### config.mk
export PLATFORM = sky130hd
export DESIGN_NAME = i2c_calendar_clock_alarms
export DESIGN_NICKNAME = d
export VERILOG_FILES = /design/src/verilog/rtc_pkg.sv /design/src/verilog/i2c_target.sv /design/src/verilog/i2c_calendar_clock_alarms.sv
export SDC_FILE = /design/constraint.sdc
export NUM_CORES = 1
export LEC_CHECK = 0
export ABC_AREA = 1
export BUFFER_PORTS_ARGS = -buffer_cell sky130_fd_sc_hd__buf_2
export CAP_MARGIN = 20
export CORE_ASPECT_RATIO = 1.25
export CORE_MARGIN = 2
export CORE_UTILIZATION = 45
export CTS_CLUSTER_DIAMETER = 50
export DETAILED_ROUTE_END_ITERATION = 16
export PLACE_DENSITY_LB_ADDON = 0.2
export SLEW_MARGIN = 20
export SYNTH_ARGS = -nofsm -noshare
export SYNTH_HDL_FRONTEND = slang
export SYNTH_SLANG_ARGS = --single-unit
export TNS_END_PERCENT = 1
### constraint.sdc
create_clock -name clk -period 21 [get_ports clk]
set_input_delay 1.05 -clock clk [delete_from_list [all_inputs] [get_ports clk]]
set_output_delay 1.05 -clock clk [all_outputs]
set_load 0.03 [all_outputs]
### src/verilog/rtc_pkg.sv
// Constants, register map and field layout of the calendar clock.
// Summary of operation
// - Enabled alarm match pulls the active-low alarm interrupt output low; alarm two uses pin B when CTRL_IRQ_B is set.
// - Device is only a two-wire bus target; it never starts a transfer.
// - Register pointer advances after every data byte until STOP.
// - Date rolls over at each month end; February follows leap years.
// - Separate seconds to year counters; leap years correct through 2100.
// - Hours count in 24-hour or 12-hour AM/PM mode, chosen by software.
// - Square wave comes up at the 32 kHz rate after reset.
// - Two independent time-of-day alarms compare against the clock.
// - Square-wave pin can serve as a second interrupt output instead.
// - Time base is a crystal or external 32.768 kHz clock on input.
// - Serial port works at normal and fast bus speeds.
// - Multibyte pointer wraps from the last register back to zero.
// - START, STOP or pointer wrap copies time into a read shadow.
package rtc_pkg;
	localparam int CLK_PERIOD_NS = 25;
	localparam int OSC_STOP_NS = 100000;
	localparam int OSC_STOP_CYCLES =
		(OSC_STOP_NS + CLK_PERIOD_NS - 1) / CLK_PERIOD_NS;
	// Arbitrary bus address of this target.
	localparam logic [6:0] ADDR_DEFAULT = 7'h52;
	localparam int PRESC_BITS = 15;
	localparam logic [3:0] REG_SEC = 4'h0;
	localparam logic [3:0] REG_MIN = 4'h1;
	localparam logic [3:0] REG_HOUR = 4'h2;
	localparam logic [3:0] REG_DAY = 4'h3;
	localparam logic [3:0] REG_DATE = 4'h4;
	localparam logic [3:0] REG_MON = 4'h5;
	localparam logic [3:0] REG_YEAR = 4'h6;
	localparam logic [3:0] REG_A1_SEC = 4'h7;
	localparam logic [3:0] REG_A1_MIN = 4'h8;
	localparam logic [3:0] REG_A1_HOUR = 4'h9;
	localparam logic [3:0] REG_A1_DAY = 4'hA;
	localparam logic [3:0] REG_A2_MIN = 4'hB;
	localparam logic [3:0] REG_A2_HOUR = 4'hC;
	localparam logic [3:0] REG_A2_DAY = 4'hD;
	localparam logic [3:0] REG_CTRL = 4'hE;
	localparam logic [3:0] REG_STAT = 4'hF;
	localparam int CTRL_A1_IE = 0;
	localparam int CTRL_A2_IE = 1;
	localparam int CTRL_IRQ_B = 2;
	localparam int CTRL_RATE = 3;
	localparam int STAT_A1F = 0;
	localparam int STAT_A2F = 1;
	localparam int STAT_OSF = 7;
	localparam int HR_MODE12 = 6;
	localparam int HR_PM = 5;
	localparam int ALM_MASK = 7;
	localparam int ALM_DAYSEL = 6;
	localparam int MON_CENT = 7;
	localparam logic [7:0] CTRL_RESET = 8'h18;
	localparam logic [7:0] STAT_RESET = 8'h80;
	localparam logic [7:0] ONE_RESET = 8'h01;
	localparam logic [1:0] RATE_1HZ = 2'h0;
	localparam logic [1:0] RATE_4K = 2'h1;
	localparam logic [1:0] RATE_8K = 2'h2;
	localparam logic [1:0] RATE_32K = 2'h3;
endpackage

### src/verilog/i2c_target.sv
// Two-wire bus target: conditions, address match, byte shifting.
`timescale 1ns/1ps
module i2c_target #(
	parameter logic [6:0] DEV_ADDR = rtc_pkg::ADDR_DEFAULT
) (
	input wire logic clk,
	input wire logic rst_n,
	input wire logic scl_in,
	input wire logic sda_in,
	input wire logic [7:0] tx_data,
	output logic sda_oe,
	output logic start_seen,
	output logic stop_seen,
	output logic rx_stb,
	output logic rx_first,
	output logic [7:0] rx_data,
	output logic tx_done
);
	import rtc_pkg::*;
	typedef enum logic [6:0] {
		S_IDLE = 7'h01, S_ADDR = 7'h02, S_ACK_A = 7'h04, S_WRITE = 7'h08,
		S_ACK_W = 7'h10, S_READ = 7'h20, S_ACK_R = 7'h40
	} bus_state_e;
	bus_state_e state, next_state;
	logic [2:0] scl_s, sda_s;
	logic scl_f, sda_f, scl_p, sda_p, next_scl_f, next_sda_f;
	logic [3:0] cnt, next_cnt;
	logic [7:0] shreg, next_shreg, next_rx_data;
	logic rw, next_rw, first, next_first, ack_ok, next_ack_ok;
	logic next_sda_oe, next_rx_stb, next_rx_first, next_tx_done;
	logic scl_rise, scl_fall, cond_start, cond_stop;

	// **********************************************************
	// Pin sampling
	// **********************************************************
	// A level is taken once the second and third stages agree.
	always_comb begin
		next_scl_f = (scl_s[1] == scl_s[2]) ? scl_s[2] : scl_f;
		next_sda_f = (sda_s[1] == sda_s[2]) ? sda_s[2] : sda_f;
	end

	// Sampling is fast enough for both bus speeds at this clock.
	always_ff @(posedge clk or negedge rst_n) begin
		if (!rst_n) begin
			scl_s <= 3'h7;
			sda_s <= 3'h7;
			scl_f <= 1'b1;
			sda_f <= 1'b1;
			scl_p <= 1'b1;
			sda_p <= 1'b1;
		end else begin
			scl_s <= {scl_s[1:0], scl_in};
			sda_s <= {sda_s[1:0], sda_in};
			scl_f <= next_scl_f;
			sda_f <= next_sda_f;
			scl_p <= scl_f;
			sda_p <= sda_f;
		end
	end

	// Edges of the clock line and the bus conditions.
	assign scl_rise = scl_f & ~scl_p;
	assign scl_fall = ~scl_f & scl_p;
	assign cond_start = scl_f & scl_p & sda_p & ~sda_f;
	assign cond_stop = scl_f & scl_p & ~sda_p & sda_f;

	// **********************************************************
	// Transfer sequencer
	// **********************************************************
	// Only reacts to master conditions; bits are sampled on clock rises and driven on clock falls.
	always_comb begin
		next_state = state;
		next_cnt = cnt;
		next_shreg = shreg;
		next_rw = rw;
		next_first = first;
		next_ack_ok = ack_ok;
		next_sda_oe = sda_oe;
		next_rx_data = rx_data;
		next_rx_stb = 1'b0;
		next_rx_first = 1'b0;
		next_tx_done = 1'b0;
		if (cond_start) begin
			next_state = S_ADDR;
			next_cnt = 4'h0;
			next_sda_oe = 1'b0;
		end else if (cond_stop) begin
			next_state = S_IDLE;
			next_sda_oe = 1'b0;
		end else begin
			unique case (state)
			S_IDLE: begin
			end
			S_ADDR: begin
				if (scl_rise) begin
					next_shreg = {shreg[6:0], sda_f};
					next_cnt = cnt + 4'h1;
				end else if (scl_fall && cnt == 4'h8) begin
					if (shreg[7:1] == DEV_ADDR) begin
						next_sda_oe = 1'b1;
						next_rw = shreg[0];
						next_state = S_ACK_A;
					end else begin
						next_state = S_IDLE;
					end
				end
			end
			S_ACK_A: begin
				if (scl_fall) begin
					next_cnt = 4'h0;
					if (rw) begin
						next_sda_oe = ~tx_data[7];
						next_shreg = {tx_data[6:0], 1'b0};
						next_cnt = 4'h1;
						next_state = S_READ;
					end else begin
						next_sda_oe = 1'b0;
						next_first = 1'b1;
						next_state = S_WRITE;
					end
				end
			end
			S_WRITE: begin
				if (scl_rise) begin
					next_shreg = {shreg[6:0], sda_f};
					next_cnt = cnt + 4'h1;
				end else if (scl_fall && cnt == 4'h8) begin
					next_sda_oe = 1'b1;
					next_rx_stb = 1'b1;
					next_rx_data = shreg;
					next_rx_first = first;
					next_first = 1'b0;
					next_state = S_ACK_W;
				end
			end
			S_ACK_W: begin
				if (scl_fall) begin
					next_sda_oe = 1'b0;
					next_cnt = 4'h0;
					next_state = S_WRITE;
				end
			end
			S_READ: begin
				if (scl_fall) begin
					if (cnt == 4'h8) begin
						next_sda_oe = 1'b0;
						next_tx_done = 1'b1;
						next_state = S_ACK_R;
					end else begin
						next_sda_oe = ~shreg[7];
						next_shreg = {shreg[6:0], 1'b0};
						next_cnt = cnt + 4'h1;
					end
				end
			end
			S_ACK_R: begin
				if (scl_rise) begin
					next_ack_ok = ~sda_f;
				end else if (scl_fall) begin
					if (ack_ok) begin
						next_sda_oe = ~tx_data[7];
						next_shreg = {tx_data[6:0], 1'b0};
						next_cnt = 4'h1;
						next_state = S_READ;
					end else begin
						next_state = S_IDLE;
					end
				end
			end
			default: next_state = S_IDLE;
			endcase
		end
	end

	// Registers of the sequencer and its strobes.
	always_ff @(posedge clk or negedge rst_n) begin
		if (!rst_n) begin
			state <= S_IDLE;
			cnt <= 4'h0;
			shreg <= 8'h00;
			rw <= 1'b0;
			first <= 1'b0;
			ack_ok <= 1'b0;
			sda_oe <= 1'b0;
			rx_data <= 8'h00;
			rx_stb <= 1'b0;
			rx_first <= 1'b0;
			tx_done <= 1'b0;
			start_seen <= 1'b0;
			stop_seen <= 1'b0;
		end else begin
			state <= next_state;
			cnt <= next_cnt;
			shreg <= next_shreg;
			rw <= next_rw;
			first <= next_first;
			ack_ok <= next_ack_ok;
			sda_oe <= next_sda_oe;
			rx_data <= next_rx_data;
			rx_stb <= next_rx_stb;
			rx_first <= next_rx_first;
			tx_done <= next_tx_done;
			start_seen <= cond_start;
			stop_seen <= cond_stop;
		end
	end
endmodule

### src/verilog/i2c_calendar_clock_alarms.sv
// Calendar clock with two alarms, square wave and a bus target port.
`timescale 1ns/1ps
module i2c_calendar_clock_alarms #(
	parameter logic [6:0] DEV_ADDR = rtc_pkg::ADDR_DEFAULT,
	parameter int TICK_BITS = rtc_pkg::PRESC_BITS
) (
	input wire logic clk,
	input wire logic reset_n,
	input wire logic scl_in,
	input wire logic sda_in,
	output logic sda_out,
	output logic sda_oe,
	input wire logic crystal_in,
	output logic crystal_out,
	output logic alarm_irq_a_n_out,
	output logic alarm_irq_a_n_oe,
	output logic square_wave_or_irq_b_out,
	output logic square_wave_or_irq_b_oe
);
	import rtc_pkg::*;
	logic [1:0] rst_ff;
	logic rst_n_sync;
	logic [2:0] xs;
	logic xf, xp, next_xf, x_rise, tick, chk;
	logic [TICK_BITS-1:0] presc, next_presc;
	logic [12:0] stop_cnt, next_stop_cnt;
	logic osc_dead;
	logic [7:0] regs [16];
	logic [7:0] next_regs [16];
	logic [7:0] shadow [7];
	logic [7:0] next_shadow [7];
	logic [3:0] ptr, next_ptr;
	logic [7:0] tx_data, rx_data;
	logic start_seen, stop_seen, rx_stb, rx_first, tx_done;
	logic advance, snap, a1_hit, a2_hit, sqw;
	logic next_irq_a, next_irq_b;

	// **********************************************************
	// Helper functions
	// **********************************************************
	// Adds one to a packed decimal value, wrapping at top to low.
	function automatic logic [7:0] bcd_wrap(input logic [7:0] v,
		input logic [7:0] top, input logic [7:0] low);
		if (v == top)
			return low;
		else if (v[3:0] == 4'h9)
			return {v[7:4] + 4'h1, 4'h0};
		else
			return v + 8'h01;
	endfunction

	// Year is leap when divisible by four, except year 2100.
	function automatic logic leap(input logic [7:0] y, input logic c);
		logic q;
		q = y[4] ? (y[3:0] == 4'h2 || y[3:0] == 4'h6) :
			(y[3:0] == 4'h0 || y[3:0] == 4'h4 || y[3:0] == 4'h8);
		return q && !(y == 8'h00 && c);
	endfunction

	// Last date of a month, corrected for short months.
	function automatic logic [7:0] last_date(input logic [7:0] m,
		input logic [7:0] y);
		case (m[4:0])
		5'h02: return leap(y, m[MON_CENT]) ? 8'h29 : 8'h28;
		5'h04, 5'h06, 5'h09, 5'h11: return 8'h30;
		default: return 8'h31;
		endcase
	endfunction

	// Next hour in the selected 12 or 24 hour format.
	function automatic logic [7:0] hour_inc(input logic [7:0] h);
		logic [7:0] t;
		if (h[HR_MODE12]) begin
			t = bcd_wrap({3'h0, h[4:0]}, 8'h12, 8'h01);
			if (h[4:0] == 5'h11)
				return {h[7:6], ~h[HR_PM], t[4:0]};
			return {h[7:5], t[4:0]};
		end
		t = bcd_wrap({2'h0, h[5:0]}, 8'h23, 8'h00);
		return {h[7:6], t[5:0]};
	endfunction

	// True when the hour rolls over into a new day.
	function automatic logic hour_carry(input logic [7:0] h);
		if (h[HR_MODE12])
			return h[HR_PM] && h[4:0] == 5'h11;
		return h[5:0] == 6'h23;
	endfunction

	// One alarm field matches when masked or equal.
	function automatic logic fld(input logic [7:0] a, input logic [7:0] t);
		return a[ALM_MASK] || a[6:0] == t[6:0];
	endfunction

	// Day-or-date alarm field, selected by its own bit.
	function automatic logic dd(input logic [7:0] a, input logic [7:0] dy,
		input logic [7:0] dt);
		if (a[ALM_MASK])
			return 1'b1;
		if (a[ALM_DAYSEL])
			return a[3:0] == dy[3:0];
		return a[5:0] == dt[5:0];
	endfunction

	// **********************************************************
	// Reset release and time base
	// **********************************************************
	// Reset asserts at once and releases through two stages.
	always_ff @(posedge clk or negedge reset_n) begin
		if (!reset_n)
			rst_ff <= 2'h0;
		else
			rst_ff <= {rst_ff[0], 1'b1};
	end
	assign rst_n_sync = rst_ff[1];

	// Crystal or external clock is sampled and filtered.
	always_comb begin
		next_xf = (xs[1] == xs[2]) ? xs[2] : xf;
		next_presc = x_rise ? presc + 1'b1 : presc;
		if (xf != xp)
			next_stop_cnt = 13'h0;
		else if (!osc_dead)
			next_stop_cnt = stop_cnt + 13'h1;
		else
			next_stop_cnt = stop_cnt;
	end
	assign x_rise = xf & ~xp;
	assign tick = x_rise && presc == {TICK_BITS{1'b1}};
	assign osc_dead = stop_cnt == 13'(OSC_STOP_CYCLES);

	// Time base registers; the output pin models the inverting amplifier.
	always_ff @(posedge clk or negedge rst_n_sync) begin
		if (!rst_n_sync) begin
			xs <= 3'h0;
			xf <= 1'b0;
			xp <= 1'b0;
			presc <= '0;
			stop_cnt <= 13'h0;
			chk <= 1'b0;
			crystal_out <= 1'b1;
		end else begin
			xs <= {xs[1:0], crystal_in};
			xf <= next_xf;
			xp <= xf;
			presc <= next_presc;
			stop_cnt <= next_stop_cnt;
			chk <= tick;
			crystal_out <= ~xf;
		end
	end

	// **********************************************************
	// Bus target
	// **********************************************************
	i2c_target #(.DEV_ADDR(DEV_ADDR)) u_target (
		.clk(clk),
		.rst_n(rst_n_sync),
		.scl_in(scl_in),
		.sda_in(sda_in),
		.tx_data(tx_data),
		.sda_oe(sda_oe),
		.start_seen(start_seen),
		.stop_seen(stop_seen),
		.rx_stb(rx_stb),
		.rx_first(rx_first),
		.rx_data(rx_data),
		.tx_done(tx_done)
	);
	assign sda_out = 1'b0;

	// Time bytes are read from the shadow, others live.
	assign tx_data = (ptr < REG_A1_SEC) ? shadow[ptr[2:0]] : regs[ptr];
	assign advance = (rx_stb && !rx_first) || tx_done;
	assign snap = start_seen || stop_seen || (advance && ptr == REG_STAT);

	// Alarm comparisons against the running clock.
	assign a1_hit = chk && fld(regs[REG_A1_SEC], regs[REG_SEC]) &&
		fld(regs[REG_A1_MIN], regs[REG_MIN]) &&
		fld(regs[REG_A1_HOUR], regs[REG_HOUR]) &&
		dd(regs[REG_A1_DAY], regs[REG_DAY], regs[REG_DATE]);
	assign a2_hit = chk && regs[REG_SEC] == 8'h00 &&
		fld(regs[REG_A2_MIN], regs[REG_MIN]) &&
		fld(regs[REG_A2_HOUR], regs[REG_HOUR]) &&
		dd(regs[REG_A2_DAY], regs[REG_DAY], regs[REG_DATE]);

	// **********************************************************
	// Register file and calendar
	// **********************************************************
	// Counting, bus writes, pointer and flags; a flag set beats a clear.
	always_comb begin
		next_regs = regs;
		next_shadow = shadow;
		next_ptr = ptr;
		if (tick) begin
			next_regs[REG_SEC] = bcd_wrap(regs[REG_SEC], 8'h59, 8'h00);
			if (regs[REG_SEC] == 8'h59) begin
				next_regs[REG_MIN] = bcd_wrap(regs[REG_MIN], 8'h59, 8'h00);
				if (regs[REG_MIN] == 8'h59) begin
					next_regs[REG_HOUR] = hour_inc(regs[REG_HOUR]);
					if (hour_carry(regs[REG_HOUR])) begin
						next_regs[REG_DAY] =
							bcd_wrap(regs[REG_DAY], 8'h07, 8'h01);
						next_regs[REG_DATE] = bcd_wrap(regs[REG_DATE],
							last_date(regs[REG_MON], regs[REG_YEAR]),
							8'h01);
						if (regs[REG_DATE] ==
							last_date(regs[REG_MON], regs[REG_YEAR])) begin
							next_regs[REG_MON] = bcd_wrap(
								{1'b0, regs[REG_MON][6:0]}, 8'h12, 8'h01);
							next_regs[REG_MON][MON_CENT] =
								regs[REG_MON][MON_CENT];
							if (regs[REG_MON][6:0] == 7'h12) begin
								next_regs[REG_YEAR] = bcd_wrap(
									regs[REG_YEAR], 8'h99, 8'h00);
								if (regs[REG_YEAR] == 8'h99)
									next_regs[REG_MON][MON_CENT] =
										~regs[REG_MON][MON_CENT];
							end
						end
					end
				end
			end
		end
		if (rx_stb && rx_first) begin
			next_ptr = rx_data[3:0];
		end else if (rx_stb) begin
			if (ptr == REG_STAT)
				next_regs[REG_STAT] = regs[REG_STAT] & rx_data &
					8'h83;
			else
				next_regs[ptr] = rx_data;
		end
		if (advance)
			next_ptr = ptr + 4'h1;
		if (a1_hit)
			next_regs[REG_STAT][STAT_A1F] = 1'b1;
		if (a2_hit)
			next_regs[REG_STAT][STAT_A2F] = 1'b1;
		if (osc_dead)
			next_regs[REG_STAT][STAT_OSF] = 1'b1;
		if (snap) begin
			for (int i = 0; i < 7; i++)
				next_shadow[i] = regs[i];
		end
	end

	// Register file storage with power-up calendar values.
	always_ff @(posedge clk or negedge rst_n_sync) begin
		if (!rst_n_sync) begin
			for (int i = 0; i < 16; i++)
				regs[i] <= 8'h00;
			regs[REG_DAY] <= ONE_RESET;
			regs[REG_DATE] <= ONE_RESET;
			regs[REG_MON] <= ONE_RESET;
			regs[REG_CTRL] <= CTRL_RESET;
			regs[REG_STAT] <= STAT_RESET;
			for (int i = 0; i < 7; i++)
				shadow[i] <= 8'h00;
			ptr <= 4'h0;
		end else begin
			regs <= next_regs;
			shadow <= next_shadow;
			ptr <= next_ptr;
		end
	end

	// **********************************************************
	// Interrupt and square-wave pins
	// **********************************************************
	// Rate select picks a prescaler tap or the time base itself.
	always_comb begin
		unique case (regs[REG_CTRL][CTRL_RATE +: 2])
		RATE_1HZ: sqw = presc[TICK_BITS-1];
		RATE_4K: sqw = presc[2];
		RATE_8K: sqw = presc[1];
		RATE_32K: sqw = xf;
		endcase
		next_irq_a = (regs[REG_STAT][STAT_A1F] &&
			regs[REG_CTRL][CTRL_A1_IE]) ||
			(regs[REG_STAT][STAT_A2F] && regs[REG_CTRL][CTRL_A2_IE] &&
			!regs[REG_CTRL][CTRL_IRQ_B]);
		if (regs[REG_CTRL][CTRL_IRQ_B])
			next_irq_b = regs[REG_STAT][STAT_A2F] &&
				regs[REG_CTRL][CTRL_A2_IE];
		else
			next_irq_b = ~sqw;
	end

	// Open-drain pins are pulled low while their enable is high.
	always_ff @(posedge clk or negedge rst_n_sync) begin
		if (!rst_n_sync) begin
			alarm_irq_a_n_oe <= 1'b0;
			square_wave_or_irq_b_oe <= 1'b0;
		end else begin
			alarm_irq_a_n_oe <= next_irq_a;
			square_wave_or_irq_b_oe <= next_irq_b;
		end
	end
	assign alarm_irq_a_n_out = 1'b0;
	assign square_wave_or_irq_b_out = 1'b0;
endmodule

[Word level (Yosys, flattened, before mapping)]
Cells that the tools add are included.
W data, S select, Z words.
Word-level totals
  register bits: 273
  latch bits: 0
  bits in writable memories: 0
  ROM bits: 0
  input port bits: 5
  output and inout bits: 7
  word-level logic and storage cells: 418
  memories: 0
Operators by class
  add/sub/neg operators: 20
  $mul: 0
  divide/modulo/power cells: 0
  order comparisons: 4
  eq/ne operators: 90
  shifts and indexed selects: 0
  muxes and demuxes: 159
  bitwise logic cells: 27
  reduce and logical (&&, ||, !) cells: 62
Operator list (number)
  $mux W8: 34
  $mux W128: 2
  $bwmux W128: 1
  $mux W120: 1
  $mux W7: 14
  $mux W1: 71
  $mux W56: 1
  $pmux W7 S7: 1
  $mux W4: 12
  $mux W48: 1
  $add A8 B1 Y8 const B: 5
  $eq A4 B4 Y1 const B: 10
  $mux W40: 1
  $ne A4 B1 Y1 const B: 9
  $eq A7 B7 Y1: 5
  $bmux W8 S4: 1
  $demux W8 S4: 1
  $mux W32: 1
  $pmux W8 S4: 1
  $add A4 B1 Y4 const B: 7
  $mux W13: 2
  $bmux W8 S3: 1
  $mux W6: 4
  $reduce_and A11 Y1: 2
  77 further kinds: 174

[Depth between registers and ports, before layout]
  depth after elaboration: 23
  mapped depth: 16
  depth with buffers taken out: 16

[Modules after synthesis]
From an unflattened synthesis, not the netlist that was laid out.
Second synthesis, totals
  cells, all modules: 2018
  area total of the unflattened synthesis: 15748.9 um^2
Modules (own cells, without submodules)
  i2c_calendar_clock_alarms: times used 1, cells an instance 1673, area each 13072.5 um^2, seq. area each 5689.2 um^2
  i2c_target: times used 1, cells an instance 345, area each 2676.3 um^2, seq. area each 1164.9 um^2

[Worst setup path after synthesis]
No wires, ideal clock.
  path kind: register -> register
  from: reg ptr[0]
  to: reg regs[56] in the netlist's numbering
  library setup time: 0.131 ns
  data arrival time: 2.099 ns
  data required time: 20.869 ns
  setup slack: 18.770 ns
  cell stages (with the launch flop): 12
  buffers on the path: 4
  clock period less this slack: 2.230 ns
  cell sequence: dfrtp_1 -> buf_2 -> inv_1 -> buf_2 -> buf_1 -> ha_1 -> inv_1 -> nor2_1 -> inv_1 -> nor2_1 -> clkbuf_1 -> o21ai_0
Between the ends
  cells in the longest elaborated chain, start to end: 6
  elaborated cells on any way between the ends: 10
  those cells by class: 2 x order compare; 1 x eq/ne; 3 x mux; 2 x bitwise; 2 x reduce/logical
Ends and longest elaborated chain
  start, declared: RTL line i2c_calendar_clock_alarms.sv:32  | logic [3:0] ptr, next_ptr;
  start signal, assigned: RTL line i2c_calendar_clock_alarms.sv:264  | ptr <= next_ptr;
  $not A4 Y5 (implied by the code): RTL line i2c_calendar_clock_alarms.sv:232  | next_regs[ptr] = rx_data;
  $ge A5 B5 Y1 (implied by the code) / $lt A5 B1 Y1 (equally long branches): RTL line i2c_calendar_clock_alarms.sv:232
  $logic_and A1 B1 Y1 (implied by the code): RTL line i2c_calendar_clock_alarms.sv:232
  $mux W8 (implied by the code): RTL line i2c_calendar_clock_alarms.sv:232
  $demux W8 S4: RTL line i2c_calendar_clock_alarms.sv:232
  $bwmux W128: RTL line i2c_calendar_clock_alarms.sv:232
  end signal, assigned: RTL line i2c_calendar_clock_alarms.sv:262  | regs <= next_regs;
  end, declared: RTL line i2c_calendar_clock_alarms.sv:28  | logic [7:0] regs [16];
Several ways; a longest one is shown, not always the timed one.
A chain may end at the register's enable or synchronous reset.

[Final worst setup path]
  from: reg ptr[1]
  to: reg u_target.sda_oe
Between the ends
  cells in the longest elaborated chain, start to end: 12
  elaborated cells on any way between the ends: 19
  those cells by class: 1 x order compare; 15 x mux; 3 x bitwise
Ends and longest elaborated chain
  $not A4 Y5 (implied by the code) / $not A3 Y4 (equally long branches): RTL line i2c_calendar_clock_alarms.sv:173  | assign tx_data = (ptr < REG_A1_SEC) ? shadow[ptr[2:0]] : regs[ptr];
  $bmux W8 S4 / $bmux W8 S3 (equally long branches): RTL line i2c_calendar_clock_alarms.sv:173
  $mux W8 (implied by the code) (2 in a row): RTL line i2c_calendar_clock_alarms.sv:173
  $mux W8 *: RTL line i2c_calendar_clock_alarms.sv:173
  $not A1 Y1 *: RTL line i2c_target.sv:112, i2c_target.sv:161
  $mux W1: RTL line i2c_target.sv:160  | if (ack_ok) begin
  $mux W1: RTL line i2c_target.sv:159  | end else if (scl_fall) begin
  $mux W1: RTL line i2c_target.sv:157  | if (scl_rise) begin
  $pmux W1 S6 *: RTL line i2c_target.sv:91  | unique case (state)
  $mux W1 *: RTL line i2c_target.sv:87  | end else if (cond_stop) begin
  $mux W1 *: RTL line i2c_target.sv:83  | if (cond_start) begin
  end signal, assigned: RTL line i2c_target.sv:198  | sda_oe <= next_sda_oe;
  end, declared: RTL line i2c_target.sv:11  | output logic sda_oe,
Mark *: on every way between the ends. The rest lies on a longest branch, timed or not. The select of a mux whose other input is x is not followed.

==> run_results.csv <==
group,metric,value,unit
outcome,status,"finished clean",
floorplanning,core_region_area,33410,um^2
placed_design,placed_area,15510,um^2
yosys,synth_area_leaders,"dfrtp_1 (42%), o21ai_0 (8.7%), nand2_1 (7.8%)",
floorplanning,io_pins,12,
placed_design,hpwl,33280,um
final_layout,finalInstanceArea,16620,um^2
yosys,synthCells,1922,
worst_setup_path,rr_endpoint,"u_target.sda_oe",
routing,dr.first_iter.drc_count,1135,
final_layout,syn_to_final_growth,9.354,%
final_layout,antenna_cells,0,
floorplanning,dieArea,35260,um^2
yosys,ys_warn_count,0,
final_layout,final_cell_mix,"nand2_1 (314), o21ai_0 (265), dfrtp_1 (252)",
yosys,synth_seq_cells,273,
grt,antenna_found_initial,0,
clocking,cts_resized,0,
timing,setup_viol,0,
routing,vias,13510,
power,peakVddDrop,0.00005703,V
worst_setup_path,r2r_setup_slack,17.70,ns
timing,rsz0062_at_grt,"no",
power,p_comb_frac,0.070,
clocking,cts_tree,"built",
power,netSwitchingFraction,0.2619,
placed_design,routabilityCongestion,0.9650,
final_layout,final_layout_size_suffix_gt1_frac,0.08307,
floorplanning,die_w,168.4,um
timing,fin_tns_setup,0,ns
timing,period_needed,3.302,ns
grt,grt_overflow,0,
worst_setup_path,worst_setup_path_end_kind,"register",
worst_setup_path,required,21.40,ns
worst_setup_path,r2r-start,"ptr[1]",
timing,fmax,302.8,MHz
worst_setup_path,worstPathArrival,3.71,ns
worst_hold_path,hp-class,"register to asynchronous set/reset pin",
grt,grt_pass1_vias,13060,
worst_setup_path,reg2reg_depth,13,
yosys,synthFlopType,"dfrtp_1",
yosys,synth_enable_flop_cells,0,
job,cap_violations,0,
worst_setup_path,startpoint_type,"register",
worst_setup_path,setup.worst_path.class,"register to register",
placed_design,io_buffers,8,
power,power.density,75.89,nW/um^2
routing,ant_nets,0,
yosys,async_flop_share,1.000,
yosys,synthDistinctLibCells,57,
floorplanning,die_h,209.4,um
power,p_sw,0.3303,mW
timing,slew_headroom,0.2852,
clocking,clk_pin_slew,0.06,ns
timing,finalCritPeriodShare,0.1573,
routing,wl_per_cell,19.98,um
clocking,post_cts_buffers,0,
final_layout,mostFrequentLayoutCell,"nand2_1",
power,seqPwrFrac,0.471,
yosys,syn_area,15190,um^2
final_layout,fin_util,0.4974,
floorplanning,initial_core_util,0.4548,
power,p_int,0.9307,mW
worst_setup_path,endpoint,"u_target.sda_oe",
clocking,holdBufCountCts,0,
clocking,clock_path_buffers,3,
clocking,cts_max_level,2,
final_layout,final_nets,1940,
routing,vias_per_cell,5.752,
power,p_leak,7.650,nW
floorplanning,rows,75,
yosys,synth_area_per_cell,7.906,um^2
routing,finalWirelength,46940,um
timing,maxSlewViolCount,0,
routing,drcViolationCount,0,
timing,finalHoldViolCount,0,
clocking,clock_sinks,273,
yosys,synth_top_area_share,0.4200,
yosys,ys_seq_area_frac,0.4511,
worst_setup_path,cp-startpoint,"ptr[1]",
grt,grt_first_pass_wirelength,73330,um
timing,hold_ws,0.2419,ns
timing,finalClockSkew,0.02759,ns
yosys,yosysTopAreaCell,"dfrtp_1",
grt,grt_usage,0.2690,
power,clkPwrFrac,0.459,
routing,first_pass_iters,6,
timing,max_slew.worst_pin.slew,1.072,ns
clocking,clock_latency,0.54,ns
clocking,cts_made_buffers,34,
worst_setup_path,cp_max_fo,55,
grt,grt_max_degree,78,
clocking,cts_root_buf,"clkbuf_16",
==> critical path: stages (launching register included) <==
cell and delay (ns):
dfrtp_2 0.34, buf_4 0.47, inv_1 0.38, buf_4 0.33, nor2_1 0.52, nand2_1 0.18, o21ai_0 0.12, nand2_1 0.09
nand3_1 0.12, o2111ai_1 0.27, nand2_1 0.13, nand2_1 0.07, nand2_1 0.07, o21ai_0 0.08
==> Yosys cell counts (30+ instances only) <==
cell type and count:
o21ai_0 265, clkbuf_1 53, nand3_1 101, xor2_1 33, nand4_1 34, ha_1 34
a21oi_1 155, nor2_1 171, dfrtp_1 255, nand2_1 314, nor3_1 30, inv_1 242
==> power by group through the flow <==
stage / clock, mW / combinational (mW) / sequential, mW
after detailed placement: 0 / 0.0899 / 0.602
after global placement: 0 / 0.0868 / 0.602
after floorplan: 0 / 0.0620 / 0.601
after global routing: 0.612 / 0.102 / 0.597
final: 0.578 / 0.0887 / 0.594
after CTS: 0.590 / 0.0900 / 0.593
==> metal layers <==
metal / vias up / part of all wire / GRT usage
met1: 6482 / 0.40 / 0.3397
met5: - / 0 / 0
li1: 6358 / - / -
met2: 529 / 0.48 / 0.4507
met3: 142 / 0.065 / 0.03715
met4: 0 / 0.054 / 0.1394
==> final cells by class <==
| cell class | count | area, um^2 |
|---|---|---|
| clock buffers | 45 | 952.2 |
| clock inverters | 16 | 147.6 |
| fillers | 3235 | 16790 |
| multi-input cells | 1322 | 7059 |
| flip-flops and latches | 273 | 6860 |
| repair buffers | 18 | 115.1 |
| well taps | 423 | 529.3 |
| inverters | 252 | 952.2 |
==> cell families after synthesis <==
kind of cell	Yosys count	share of synthesized area
muxes	7	0.005188
adders and majority gates	37	0.02997
AOI/OAI and AO/OA	520	0.1859
xor gates and xnor gates	60	0.03459
DFF	273	0.4511
other	2	0.0004943
buffers and inverters	329	0.08547
and+or+nand+nor	694	0.2073
==> sequential cells by signal, summed over array words and instances (netlist names), 2 cells and up <==
name              count
u_target.shreg        8
ptr                   4
presc                15
u_target.sda_s        3
u_target.scl_s        3
xs                    3
u_target.cnt          4
rst_ff                2
stop_cnt             13
regs                128
u_target.rx_data      8
shadow               56
u_target.state        7
==> metrics by stage <==
stage | cells | power (mW) | setup slack [ns]
global route | 2349 | 1.312 | 17.54
CTS | 2349 | 1.274 | 17.72
finish | 2349 | 1.261 | 17.70
global placement | 2288 | 0.6886 | 17.71
detailed placement | 2288 | 0.6918 | 17.76
floorplan | 1924 | 0.6633 | 12.86
==> worst min path at each step <==
stage,from,endpoint,slack [ns],cells after the start
6_report,rst_ff[1],u_target.cnt[3],0.24,0
5_1_grt,rst_ff[1],u_target.ack_ok,0.27,0
4_1_cts,rst_ff[1],u_target.cnt[3],0.25,0
3_5_place_dp,rst_ff[1],u_target.cnt[3],0.24,0
3_3_place_gp,rst_ff[1],u_target.cnt[3],0.24,0
2_1_floorplan,rst_ff[0],rst_ff[1],0.33,0
(Power assumes the default switching activity.)
